<file path="config.mk">
export PLATFORM = sky130hd
export DESIGN_NAME = icmc_mode_ctrl
export DESIGN_NICKNAME = d
export VERILOG_FILES = /design/src/design/icmc_pkg.sv /design/src/design/icmc_scan_seq.sv /design/src/design/icmc_drive_track.sv /design/src/design/icmc_mode_ctrl.sv
export SDC_FILE = /design/constraint.sdc
export NUM_CORES = 1
export LEC_CHECK = 0
export BUFFER_PORTS_ARGS = -buffer_cell sky130_fd_sc_hd__buf_2
export CORE_MARGIN = 5
export CORE_UTILIZATION = 58
export CTS_CLUSTER_SIZE = 16
export DETAILED_ROUTE_END_ITERATION = 16
export PLACE_DENSITY = 0.85
export SKIP_CTS_REPAIR_TIMING = 1
export SYNTH_ARGS = -nofsm -noshare
export SYNTH_HDL_FRONTEND = slang
export SYNTH_SLANG_ARGS = --single-unit
</file>
<file path="constraint.sdc">
create_clock -name core_clk -period 2.45 [get_ports core_clk]
set_input_delay 0.1225 -clock core_clk [delete_from_list [all_inputs] [get_ports core_clk]]
set_output_delay 0.1225 -clock core_clk [all_outputs]
set_load 0.005 [all_outputs]
</file>
<file path="src/design/icmc_pkg.sv">
// Package: register map, field layout, reset values and types
package icmc_pkg;

  localparam logic [7:0]  ICMC_ADDR_DEVCTL  = 8'h1a;
  localparam logic [7:0]  ICMC_ADDR_SCANCTL = 8'h1b;

  // Device control field positions
  localparam int ICMC_DC_CHAN_HI  = 15;
  localparam int ICMC_DC_CHAN_LO  = 14;
  localparam int ICMC_DC_SLEEP    = 13;
  localparam int ICMC_DC_OVERRIDE = 12;
  localparam int ICMC_DC_STARTUP  = 11;
  localparam int ICMC_DC_AMPOFF   = 10;
  localparam int ICMC_DC_REFSEL   = 9;
  localparam int ICMC_DC_IRQMASK  = 7;
  localparam int ICMC_DC_BOOST    = 6;

  // Scan control field positions
  localparam int ICMC_SC_SCAN_EN  = 15;
  localparam int ICMC_SC_LIST_HI  = 14;
  localparam int ICMC_SC_LIST_LO  = 13;
  localparam int ICMC_SC_FILT_HI  = 2;
  localparam int ICMC_SC_FILT_LO  = 0;

  // Reset images; reserved bits carry their documented values
  localparam logic [15:0] ICMC_DEVCTL_RST  = 16'h2801;
  localparam logic [15:0] ICMC_SCANCTL_RST = 16'h020f;

  // Scan lists
  localparam logic [1:0] ICMC_LIST_01   = 2'h0;
  localparam logic [1:0] ICMC_LIST_012  = 2'h1;
  localparam logic [1:0] ICMC_LIST_0123 = 2'h2;
  localparam logic [1:0] ICMC_LIST_01B  = 2'h3;

  // Filter bandwidth codes
  localparam logic [2:0] ICMC_FILT_1M0  = 3'h1;
  localparam logic [2:0] ICMC_FILT_3M3  = 3'h4;
  localparam logic [2:0] ICMC_FILT_10M  = 3'h5;
  localparam logic [2:0] ICMC_FILT_33M  = 3'h7;

  localparam logic [1:0] ICMC_CH0 = 2'h0;
  localparam logic [4:0] ICMC_DRIVE_ZERO = 5'h00;

  typedef enum logic [3:0] {
    ICMC_BW_1M0 = 4'h1,
    ICMC_BW_3M3 = 4'h2,
    ICMC_BW_10M = 4'h4,
    ICMC_BW_33M = 4'h8
  } icmc_bw_t;

  // Control bundle handed to the conversion core
  typedef struct packed {
    logic       active;
    logic [1:0] channel;
    logic       drive_override_enable;
    logic       startup_drive_select;
    logic       amplitude_correction_off;
    logic       reference_source_select;
    logic       boost_drive_ch0;
    icmc_bw_t   filter_bw;
  } icmc_ctrl_t;

  // Register write/read port
  typedef struct packed {
    logic        wr;
    logic        rd;
    logic [7:0]  addr;
    logic [15:0] wdata;
  } icmc_req_t;

endpackage : icmc_pkg

</file>
<file path="src/design/icmc_scan_seq.sv">
// Channel sequencer: picks the channel for each next conversion
`timescale 1ns/10ps
`default_nettype none
module icmc_scan_seq
  import icmc_pkg::*;
(
  input  wire logic       core_clk,
  input  wire logic       rst,
  input  wire logic       run,
  input  wire logic       conv_done,
  input  wire logic       scan_en,
  input  wire logic [1:0] list_sel,
  input  wire logic [1:0] single_chan,
  input  wire logic       four_ch,
  output var  logic [1:0] next_chan
);

  function automatic logic [1:0] last_of(input logic [1:0] sel,
                                         input logic       four);
    logic [1:0] l;
    l = 2'h1;
    if (four && sel == ICMC_LIST_012)
      l = 2'h2;
    else if (four && sel == ICMC_LIST_0123)
      l = 2'h3;
    return l;
  endfunction : last_of

  logic [1:0] pos_reg;
  logic [1:0] pos_next;
  wire  [1:0] last_w = last_of(list_sel, four_ch);
  wire        wrap_w = (pos_reg >= last_w);

  // Position advances only at a conversion boundary, so edits land next time
  assign pos_next = !run || !scan_en ? ICMC_CH0 :
                    !conv_done ? (pos_reg > last_w ? ICMC_CH0 : pos_reg) :
                    wrap_w ? ICMC_CH0 : pos_reg + 2'h1;

  always_ff @(posedge core_clk)
  begin
    if (rst)
      pos_reg <= ICMC_CH0;
    else
      pos_reg <= pos_next;
  end

  // Channels 2/3 fold onto 0/1 on the two-channel variant
  assign next_chan = scan_en ? pos_reg :
                     (four_ch ? single_chan : {1'b0, single_chan[0]});

endmodule : icmc_scan_seq
`default_nettype wire

</file>
<file path="src/design/icmc_drive_track.sv">
// Measured drive level store, refreshed after amplitude correction
`timescale 1ns/10ps
`default_nettype none
module icmc_drive_track
  import icmc_pkg::*;
(
  input  wire logic       core_clk,
  input  wire logic       rst,
  input  wire logic       amp_phase_done,
  input  wire logic [1:0] amp_chan,
  input  wire logic [4:0] amp_level,
  input  wire logic       correction_off,
  output var  logic [19:0] levels
);

  logic [4:0] lvl_reg [4];

  genvar g;
  generate
    for (g = 0; g < 4; g++)
    begin : g_ch
      wire hit_w = amp_phase_done && !correction_off &&
                   (amp_chan == 2'(g));
      always_ff @(posedge core_clk)
      begin
        if (rst)
          lvl_reg[g] <= ICMC_DRIVE_ZERO;
        else if (hit_w)
          lvl_reg[g] <= amp_level;
      end
      assign levels[g*5 +: 5] = lvl_reg[g];
    end
  endgenerate

endmodule : icmc_drive_track
`default_nettype wire

</file>
<file path="src/design/icmc_mode_ctrl.sv">
// Top: configuration registers and conversion sequencing control
`timescale 1ns/10ps
`default_nettype none
module icmc_mode_ctrl
  import icmc_pkg::*;
#(
  parameter bit FOUR_CHANNEL = 1'b1
)
(
  input  wire logic        core_clk,
  input  wire logic        rst,
  input  wire icmc_req_t   reg_req,
  output logic [15:0]      reg_rdata,
  output logic             reg_rvalid,
  input  wire logic        status_update,
  input  wire logic        status_clear,
  input  wire logic        conv_done,
  input  wire logic        amp_phase_done,
  input  wire logic [1:0]  amp_chan,
  input  wire logic [4:0]  amp_level,
  output icmc_ctrl_t       ctrl,
  output logic [19:0]      measured_drive_level,
  output logic             boost_misuse,
  output logic             irq_n_pin
);

  logic [15:0] devctl_reg;
  logic [15:0] scanctl_reg;
  logic [15:0] rdata_reg;
  logic        rvalid_reg;
  logic        irq_n_reg;
  icmc_ctrl_t  ctrl_reg;
  icmc_ctrl_t  ctrl_next;
  logic [1:0]  seq_chan;
  logic [19:0] lvl_w;
  logic [19:0] lvl_reg;
  logic        misuse_reg;

  function automatic icmc_bw_t filt_decode(input logic [2:0] code);
    icmc_bw_t b;
    b = ICMC_BW_33M;
    if (code == ICMC_FILT_1M0)
      b = ICMC_BW_1M0;
    else if (code == ICMC_FILT_3M3)
      b = ICMC_BW_3M3;
    else if (code == ICMC_FILT_10M)
      b = ICMC_BW_10M;
    return b;
  endfunction : filt_decode

  wire hit_dc_w = (reg_req.addr == ICMC_ADDR_DEVCTL);
  wire hit_sc_w = (reg_req.addr == ICMC_ADDR_SCANCTL);
  wire wr_dc_w  = reg_req.wr && hit_dc_w;
  wire wr_sc_w  = reg_req.wr && hit_sc_w;
  wire [15:0] rd_mux_w = hit_dc_w ? devctl_reg :
                         hit_sc_w ? scanctl_reg : 16'h0000;

  wire scan_en_w  = scanctl_reg[ICMC_SC_SCAN_EN];
  wire [1:0] list_w = scanctl_reg[ICMC_SC_LIST_HI:ICMC_SC_LIST_LO];
  wire [1:0] chan_w = devctl_reg[ICMC_DC_CHAN_HI:ICMC_DC_CHAN_LO];
  wire active_w   = !devctl_reg[ICMC_DC_SLEEP];
  wire mask_w     = devctl_reg[ICMC_DC_IRQMASK];

  // Registers store every bit as written; reserved bits read back
  always_ff @(posedge core_clk)
  begin
    if (rst)
    begin
      devctl_reg  <= ICMC_DEVCTL_RST;
      scanctl_reg <= ICMC_SCANCTL_RST;
    end
    else
    begin
      if (wr_dc_w)
        devctl_reg <= reg_req.wdata;
      if (wr_sc_w)
        scanctl_reg <= reg_req.wdata;
    end
  end

  always_ff @(posedge core_clk)
  begin
    if (rst)
    begin
      rdata_reg  <= 16'h0000;
      rvalid_reg <= 1'b0;
    end
    else
    begin
      rdata_reg  <= reg_req.rd ? rd_mux_w : rdata_reg;
      rvalid_reg <= reg_req.rd;
    end
  end

  icmc_scan_seq u_seq (
    .core_clk    (core_clk),
    .rst         (rst),
    .run         (active_w),
    .conv_done   (conv_done),
    .scan_en     (scan_en_w),
    .list_sel    (list_w),
    .single_chan (chan_w),
    .four_ch     (FOUR_CHANNEL),
    .next_chan   (seq_chan)
  );

  icmc_drive_track u_trk (
    .core_clk       (core_clk),
    .rst            (rst),
    .amp_phase_done (amp_phase_done),
    .amp_chan       (amp_chan),
    .amp_level      (amp_level),
    .correction_off (devctl_reg[ICMC_DC_AMPOFF]),
    .levels         (lvl_w)
  );

  // Channel is latched only at a conversion boundary or while asleep
  wire take_chan_w = conv_done || !ctrl_reg.active;

  always_comb
  begin
    ctrl_next = ctrl_reg;
    ctrl_next.active = active_w;
    ctrl_next.channel = take_chan_w ? seq_chan : ctrl_reg.channel;
    ctrl_next.drive_override_enable =
      devctl_reg[ICMC_DC_OVERRIDE];
    ctrl_next.startup_drive_select =
      devctl_reg[ICMC_DC_STARTUP];
    ctrl_next.amplitude_correction_off =
      devctl_reg[ICMC_DC_AMPOFF];
    ctrl_next.reference_source_select =
      devctl_reg[ICMC_DC_REFSEL];
    // Boost only reaches the drive while channel 0 is being converted
    ctrl_next.boost_drive_ch0 = devctl_reg[ICMC_DC_BOOST] &&
      (ctrl_next.channel == ICMC_CH0);
    ctrl_next.filter_bw = filt_decode(
      scanctl_reg[ICMC_SC_FILT_HI:ICMC_SC_FILT_LO]);
  end

  always_ff @(posedge core_clk)
  begin
    if (rst)
    begin
      // Flag fields derived from the register reset image so the two cannot drift
      ctrl_reg.active                   <= !ICMC_DEVCTL_RST[ICMC_DC_SLEEP];
      ctrl_reg.channel                  <= ICMC_CH0;
      ctrl_reg.drive_override_enable    <= ICMC_DEVCTL_RST[ICMC_DC_OVERRIDE];
      ctrl_reg.startup_drive_select     <= ICMC_DEVCTL_RST[ICMC_DC_STARTUP];
      ctrl_reg.amplitude_correction_off <= ICMC_DEVCTL_RST[ICMC_DC_AMPOFF];
      ctrl_reg.reference_source_select  <= ICMC_DEVCTL_RST[ICMC_DC_REFSEL];
      ctrl_reg.boost_drive_ch0          <= ICMC_DEVCTL_RST[ICMC_DC_BOOST];
      ctrl_reg.filter_bw                <= ICMC_BW_33M;
    end
    else
      ctrl_reg <= ctrl_next;
  end

  // Pin held low from a status update until cleared or masked; set beats clear
  always_ff @(posedge core_clk)
  begin
    if (rst)
      irq_n_reg <= 1'b1;
    else if (mask_w)
      irq_n_reg <= 1'b1;
    else if (status_update)
      irq_n_reg <= 1'b0;
    else if (status_clear)
      irq_n_reg <= 1'b1;
  end

  // Flag only; boost with scanning is the host's fault, not blocked here
  always_ff @(posedge core_clk)
  begin
    if (rst)
    begin
      misuse_reg <= 1'b0;
      lvl_reg    <= 20'h00000;
    end
    else
    begin
      misuse_reg <= devctl_reg[ICMC_DC_BOOST] && scan_en_w;
      lvl_reg    <= lvl_w;
    end
  end

  assign reg_rdata            = rdata_reg;
  assign reg_rvalid           = rvalid_reg;
  assign ctrl                 = ctrl_reg;
  assign measured_drive_level = lvl_reg;
  assign boost_misuse         = misuse_reg;
  assign irq_n_pin            = irq_n_reg;

endmodule : icmc_mode_ctrl
`default_nettype wire

</file>
Word level (Yosys, flattened, before mapping)

Memory sizes are Yosys's and may differ from the RTL's. A register that Yosys moved wholly into a read port is not among the register bits.
Cells that the tools add are included.

Add/subtract/negate cells: 1
$lt $le $gt $ge: 2
Equality and inequality tests: 10
Muxes and demuxes: 32
Bitwise logic cells: 4
Reductions and logical operators: 23

Operator list:

| operator                                                        | count |
|---|---|
| 16-bit 2-to-1 mux                                               | 2 |
| 5-bit 2-to-1 mux                                                | 4 |
| 8-bit by 5-bit == test with 1-bit output, second input constant | 2 |
| 1-bit 2-to-1 mux                                                | 16 |
| 2-bit 2-to-1 mux                                                | 7 |
| 4-bit 2-to-1 mux                                                | 3 |
| 1-bit logical AND                                               | 9 |
| 2-bit == test, second input constant                            | 3 |
| 3-bit == test, second input constant                            | 2 |
| 2-bit OR reduction                                              | 3 |
| 2-bit by 1-bit == test with 1-bit output, second input constant | 2 |
| 1-bit logical NOT                                               | 4 |
| 2-bit logical NOT                                               | 2 |
| 1-bit OR                                                        | 4 |
| 2-bit nonzero test                                              | 2 |
| 3-bit by 1-bit == test with 1-bit output, second input constant | 1 |
| 3-bit OR reduction                                              | 1 |
| 2-bit by 1-bit adder with 2-bit output, second input constant   | 1 |
| 2-bit greater-or-equal comparator                               | 1 |
| 2-bit > comparator                                              | 1 |
| 1-bit logical OR                                                | 2 |

Register bits after elaboration: 65
RAM bits: 20
Memories kept: 1

Memories:

| name          | depth | bits a word | rd ports | clocked after memory_dff | wr ports | RTL line               | text |
|---|---|---|---|---|---|---|---|
| u_trk.lvl_reg | 4     | 5           | 4        | 4                        | 4        | icmc_drive_track.sv:16 | `logic [4:0] lvl_reg [4];` |

Depth between registers and ports, before layout

Depth in word-level cells: 7
Depth in mapped cells: 8
Mapped depth without buffers: 8

Hierarchy

A second synthesis with hierarchy kept.

Cells, all modules: 384
Area total of the unflattened synthesis: 4195.3 um2

Modules (own cells, without submodules):

| module           | instances | cells each | area an instance (um2) | sequential area each (um2) |
|---|---|---|---|---|
| icmc_mode_ctrl   | 1         | 303        | 3159.3                 | 1661.6 |
| icmc_drive_track | 1         | 57         | 824.5                  | 600.6 |
| icmc_scan_seq    | 1         | 24         | 211.5                  | 40.0 |

Worst setup path after synthesis

No wires, ideal clock.

Kind: reg-to-reg
From: register scanctl_reg[14]
To: register u_seq.pos_reg[1]
Library setup time: 0.116 ns
Data arrival time: 1.469 ns
Setup slack: 0.865 ns
Cell stages (with the launch flop): 7
Cells stage by stage: dfxtp_1 > inv_1 > ha_1 > ha_1 > and2_1 > o21a_1 > a41o_1

Word-level cells in the longest chain between the ends: 6
Elaborated cells on any way between the ends: 9
Those cells by class: order compare: 2; eq/ne: 2; mux: 4; reduce/logical: 1

Ends and longest elaborated chain:

| item                              | RTL line             | text |
|---|---|---|
| start, declared                   | icmc_mode_ctrl.sv:28 | `logic [15:0] scanctl_reg;` |
| start signal, assigned            | icmc_mode_ctrl.sv:77 | `scanctl_reg <= reg_req.wdata;` |
| 2-bit == test                     | icmc_scan_seq.sv:24  | `else if (four && sel == ICMC_LIST_0123)` |
| 2-bit 2-to-1 mux                  | icmc_scan_seq.sv:24  |  |
| 2-bit 2-to-1 mux *                | icmc_scan_seq.sv:22  | `if (four && sel == ICMC_LIST_012)` |
| 2-bit greater-or-equal comparator | icmc_scan_seq.sv:32  | `wire wrap_w = (pos_reg >= last_w);` |
| 2-bit 2-to-1 mux                  | icmc_scan_seq.sv:37  | `wrap_w ? ICMC_CH0 : pos_reg + 2'h1;` |
| 2-bit 2-to-1 mux                  | icmc_scan_seq.sv:36  | `!conv_done ? (pos_reg > last_w ? ICMC_CH0 : pos_reg) :` |
| end signal, assigned              | icmc_scan_seq.sv:44  | `pos_reg <= pos_next;` |
| end, declared                     | icmc_scan_seq.sv:29  | `logic [1:0] pos_reg;` |

Mark *: on every way between the ends. The rest lies on a longest branch, timed or not.
A chain may end at the register's enable or synchronous reset.

Final worst setup path

From: register scanctl_reg[14]
To: register u_seq.pos_reg[0]

The elaborated chain is that of the path after synthesis.

==> flow_summary.json <==
{
  "tightest_slew_ns": 0.7166,
  "synth_cell_types": 33,
  "p_comb_frac": 0.059,
  "slew_viol_final": 0,
  "crit_fanout": 3,
  "ant_nets": 0,
  "die_area_sq_um": 8870,
  "drtPass1Iterations": 4,
  "fmax_mhz": 582.8,
  "clock_skew_ns": 0.007257,
  "critPathKind": "reg -> reg",
  "hold_start": "reg_req[13]",
  "fillers": 502,
  "grt_pass1_vias": 2926,
  "dp.cells": 549,
  "ys_ff_latch": 105,
  "crit_start": "scanctl_reg[14]",
  "route.detailed.drc": 0,
  "worstPathArrival_ns": 2.00,
  "fin_cells": 566,
  "clk_pin_slew_worst_paths_ns": 0.10,
  "switchingPower_uw": 703.1,
  "async_flop_share": 0,
  "fin_util": 0.7086,
  "synth-edff-count": 20,
  "grt_pass1_wl_um": 13450,
  "min_path_type": "in -> reg",
  "finalSetupViolations": 0,
  "timing.hold.ws_ns": 0.03173,
  "p_leak_uw": 0.002227,
  "final_common_cell": "buf_2",
  "routedWlPerCell_um": 14.43,
  "route.final.wire_length_um": 8169,
  "grt_max_degree": 44,
  "cp-end-kind": "register",
  "nNetsFinal": 507,
  "status": "finished clean",
  "fin_setup_tns_ns": 0,
  "drive_gt1_frac": 0.2745,
  "cp.required_ns": 2.73,
  "die_h_um": 94.18,
  "io_pins": 90,
  "h-tree-depth": 3,
  "grtUsageTotal": 0.1934,
  "cts_tree": "done",
  "cap_violations": 0,
  "seq_area_sq_um": 2302,
  "synth_top_flop_cell": "dfxtp_1",
  "clockBufferDepth": 2,
  "overflow": 0,
  "rsz0062_at_grt": "false",
  "core_sq_um": 6832,
  "clock_power_share": 0.352,
  "cts_inserted_buffers": 9,
  "period_needed_ns": 1.716,
  "diodes": 0,
  "layout_common_cells": "buf_2, dfxtp_1, nand2b_1",
  "peakVddDrop_v": 0.0003837,
  "start_util": 0.6016,
  "row_count": 30,
  "p_int_uw": 2363,
  "clkSinkCount": 105,
  "finalCritPeriodShare": 0.7004,
  "start_kind": "register",
  "ys_seq_area_frac": 0.5601,
  "swShare": 0.2293,
  "drtIter0Drc": 125,
  "syn_nets": 422,
  "yosysWarningCount": 0,
  "netlist_instances": 380,
  "p_seq_frac": 0.588,
  "pwr_density_cell_nw_per_um2": 633.4,
  "postSynthAreaPerCell_sq_um": 10.82,
  "viasPerCell": 5.092,
  "io_buffers": 89,
  "worstSkewPairLatency_ns": 0.36,
  "antenna_found_initial": 0,
  "multi_input_area_sq_um": 1678,
  "netlist_area_sq_um": 4110,
  "die_width_um": 94.18,
  "area_growth_pct": 17.78,
  "vias": 2882,
  "dp_hpwl_um": 5798,
  "cts_root_buf": "clkbuf_8",
  "hold_viol": 0,
  "gp_congestion": 0.7969,
  "r2r_start": "scanctl_reg[14]",
  "slew_headroom": 0.5179
}
==> cells by family after synthesis <==
group,synth area share
compound gates,0.04201
flops,0.5601
fa+ha+maj,0.009133
mux,0.1242
buf+inv,0.03166
simple gates,0.2329
==> routing by layer <==
metal  vias to the layer above  GRT usage  wire, um
li1                       1442          -         -
met1                      1333     0.2277      3538
met2                        92     0.3351      3984
met3                        15    0.04888       512
met4                         0    0.07702       133
met5                         -          0         0
==> final timing paths <==
check	cells after the start	to	slack, ns
worst max-delay path	7	u_seq.pos_reg[0]	0.73
worst min-delay path	3	scanctl_reg[13]	0.03
worst max register to register	7	u_seq.pos_reg[0]	0.73
worst min register to register	1	measured_drive_level[9]	0.47
==> cells in the mapped netlist, drive strengths merged (4+ instances only) <==
cell / count / area (sq um)
nor2b: 25 / 156.4
and2: 21 / 131.4
nand2b: 56 / 350.3
mux2: 16 / 180.2
inv: 9 / 33.78
nand2: 6 / 22.52
nand3: 17 / 97.60
buf: 6 / 40.03
clkbuf: 15 / 56.30
nor2: 28 / 105.1
a21oi: 20 / 100.1
o21ai: 4 / 20.02
dfxtp: 85 / 1702
edfxtp: 20 / 600.6
mux2i: 33 / 330.3
==> stage by stage <==
stage	power [uW]	area, sq um	setup WS (ns)
4_1_cts	3080	4831	0.7418
3_3_place_gp	2019	4629	0.7404
6_report	3066	4841	0.7341
5_1_grt	3174	4841	0.6132
3_5_place_dp	2025	4629	0.6968
2_1_floorplan	1942	4110	0.8650
==> critical path, cell delays in order, from the launching register on <==
cell	delay, ns
dfxtp_1	0.36
inv_1	0.05
ha_1	0.28
ha_1	0.30
and2_1	0.18
o21ai_0	0.16
o21a_1	0.16
nor3b_1	0.17
==> cell type report <==
cell class / count / area share
flip-flops and latches: 105 / 0.4756
multi-input cells: 245 / 0.3466
repair buffers: 95 / 0.1044
clock buffers: 9 / 0.02559
well taps: 96 / 0.02481
clock inverters: 7 / 0.01602
inverters: 9 / 0.006979
==> power groups by stage <==
stage | Sequential (uW) | Combinational, uW | Clock (uW)
6_report | 1800 | 182 | 1080
5_1_grt | 1810 | 199 | 1170
4_1_cts | 1800 | 182 | 1090
3_5_place_dp | 1840 | 180 | 0
3_3_place_gp | 1840 | 176 | 0
2_1_floorplan | 1850 | 96.7 | 0
(Power assumes the default switching activity.)
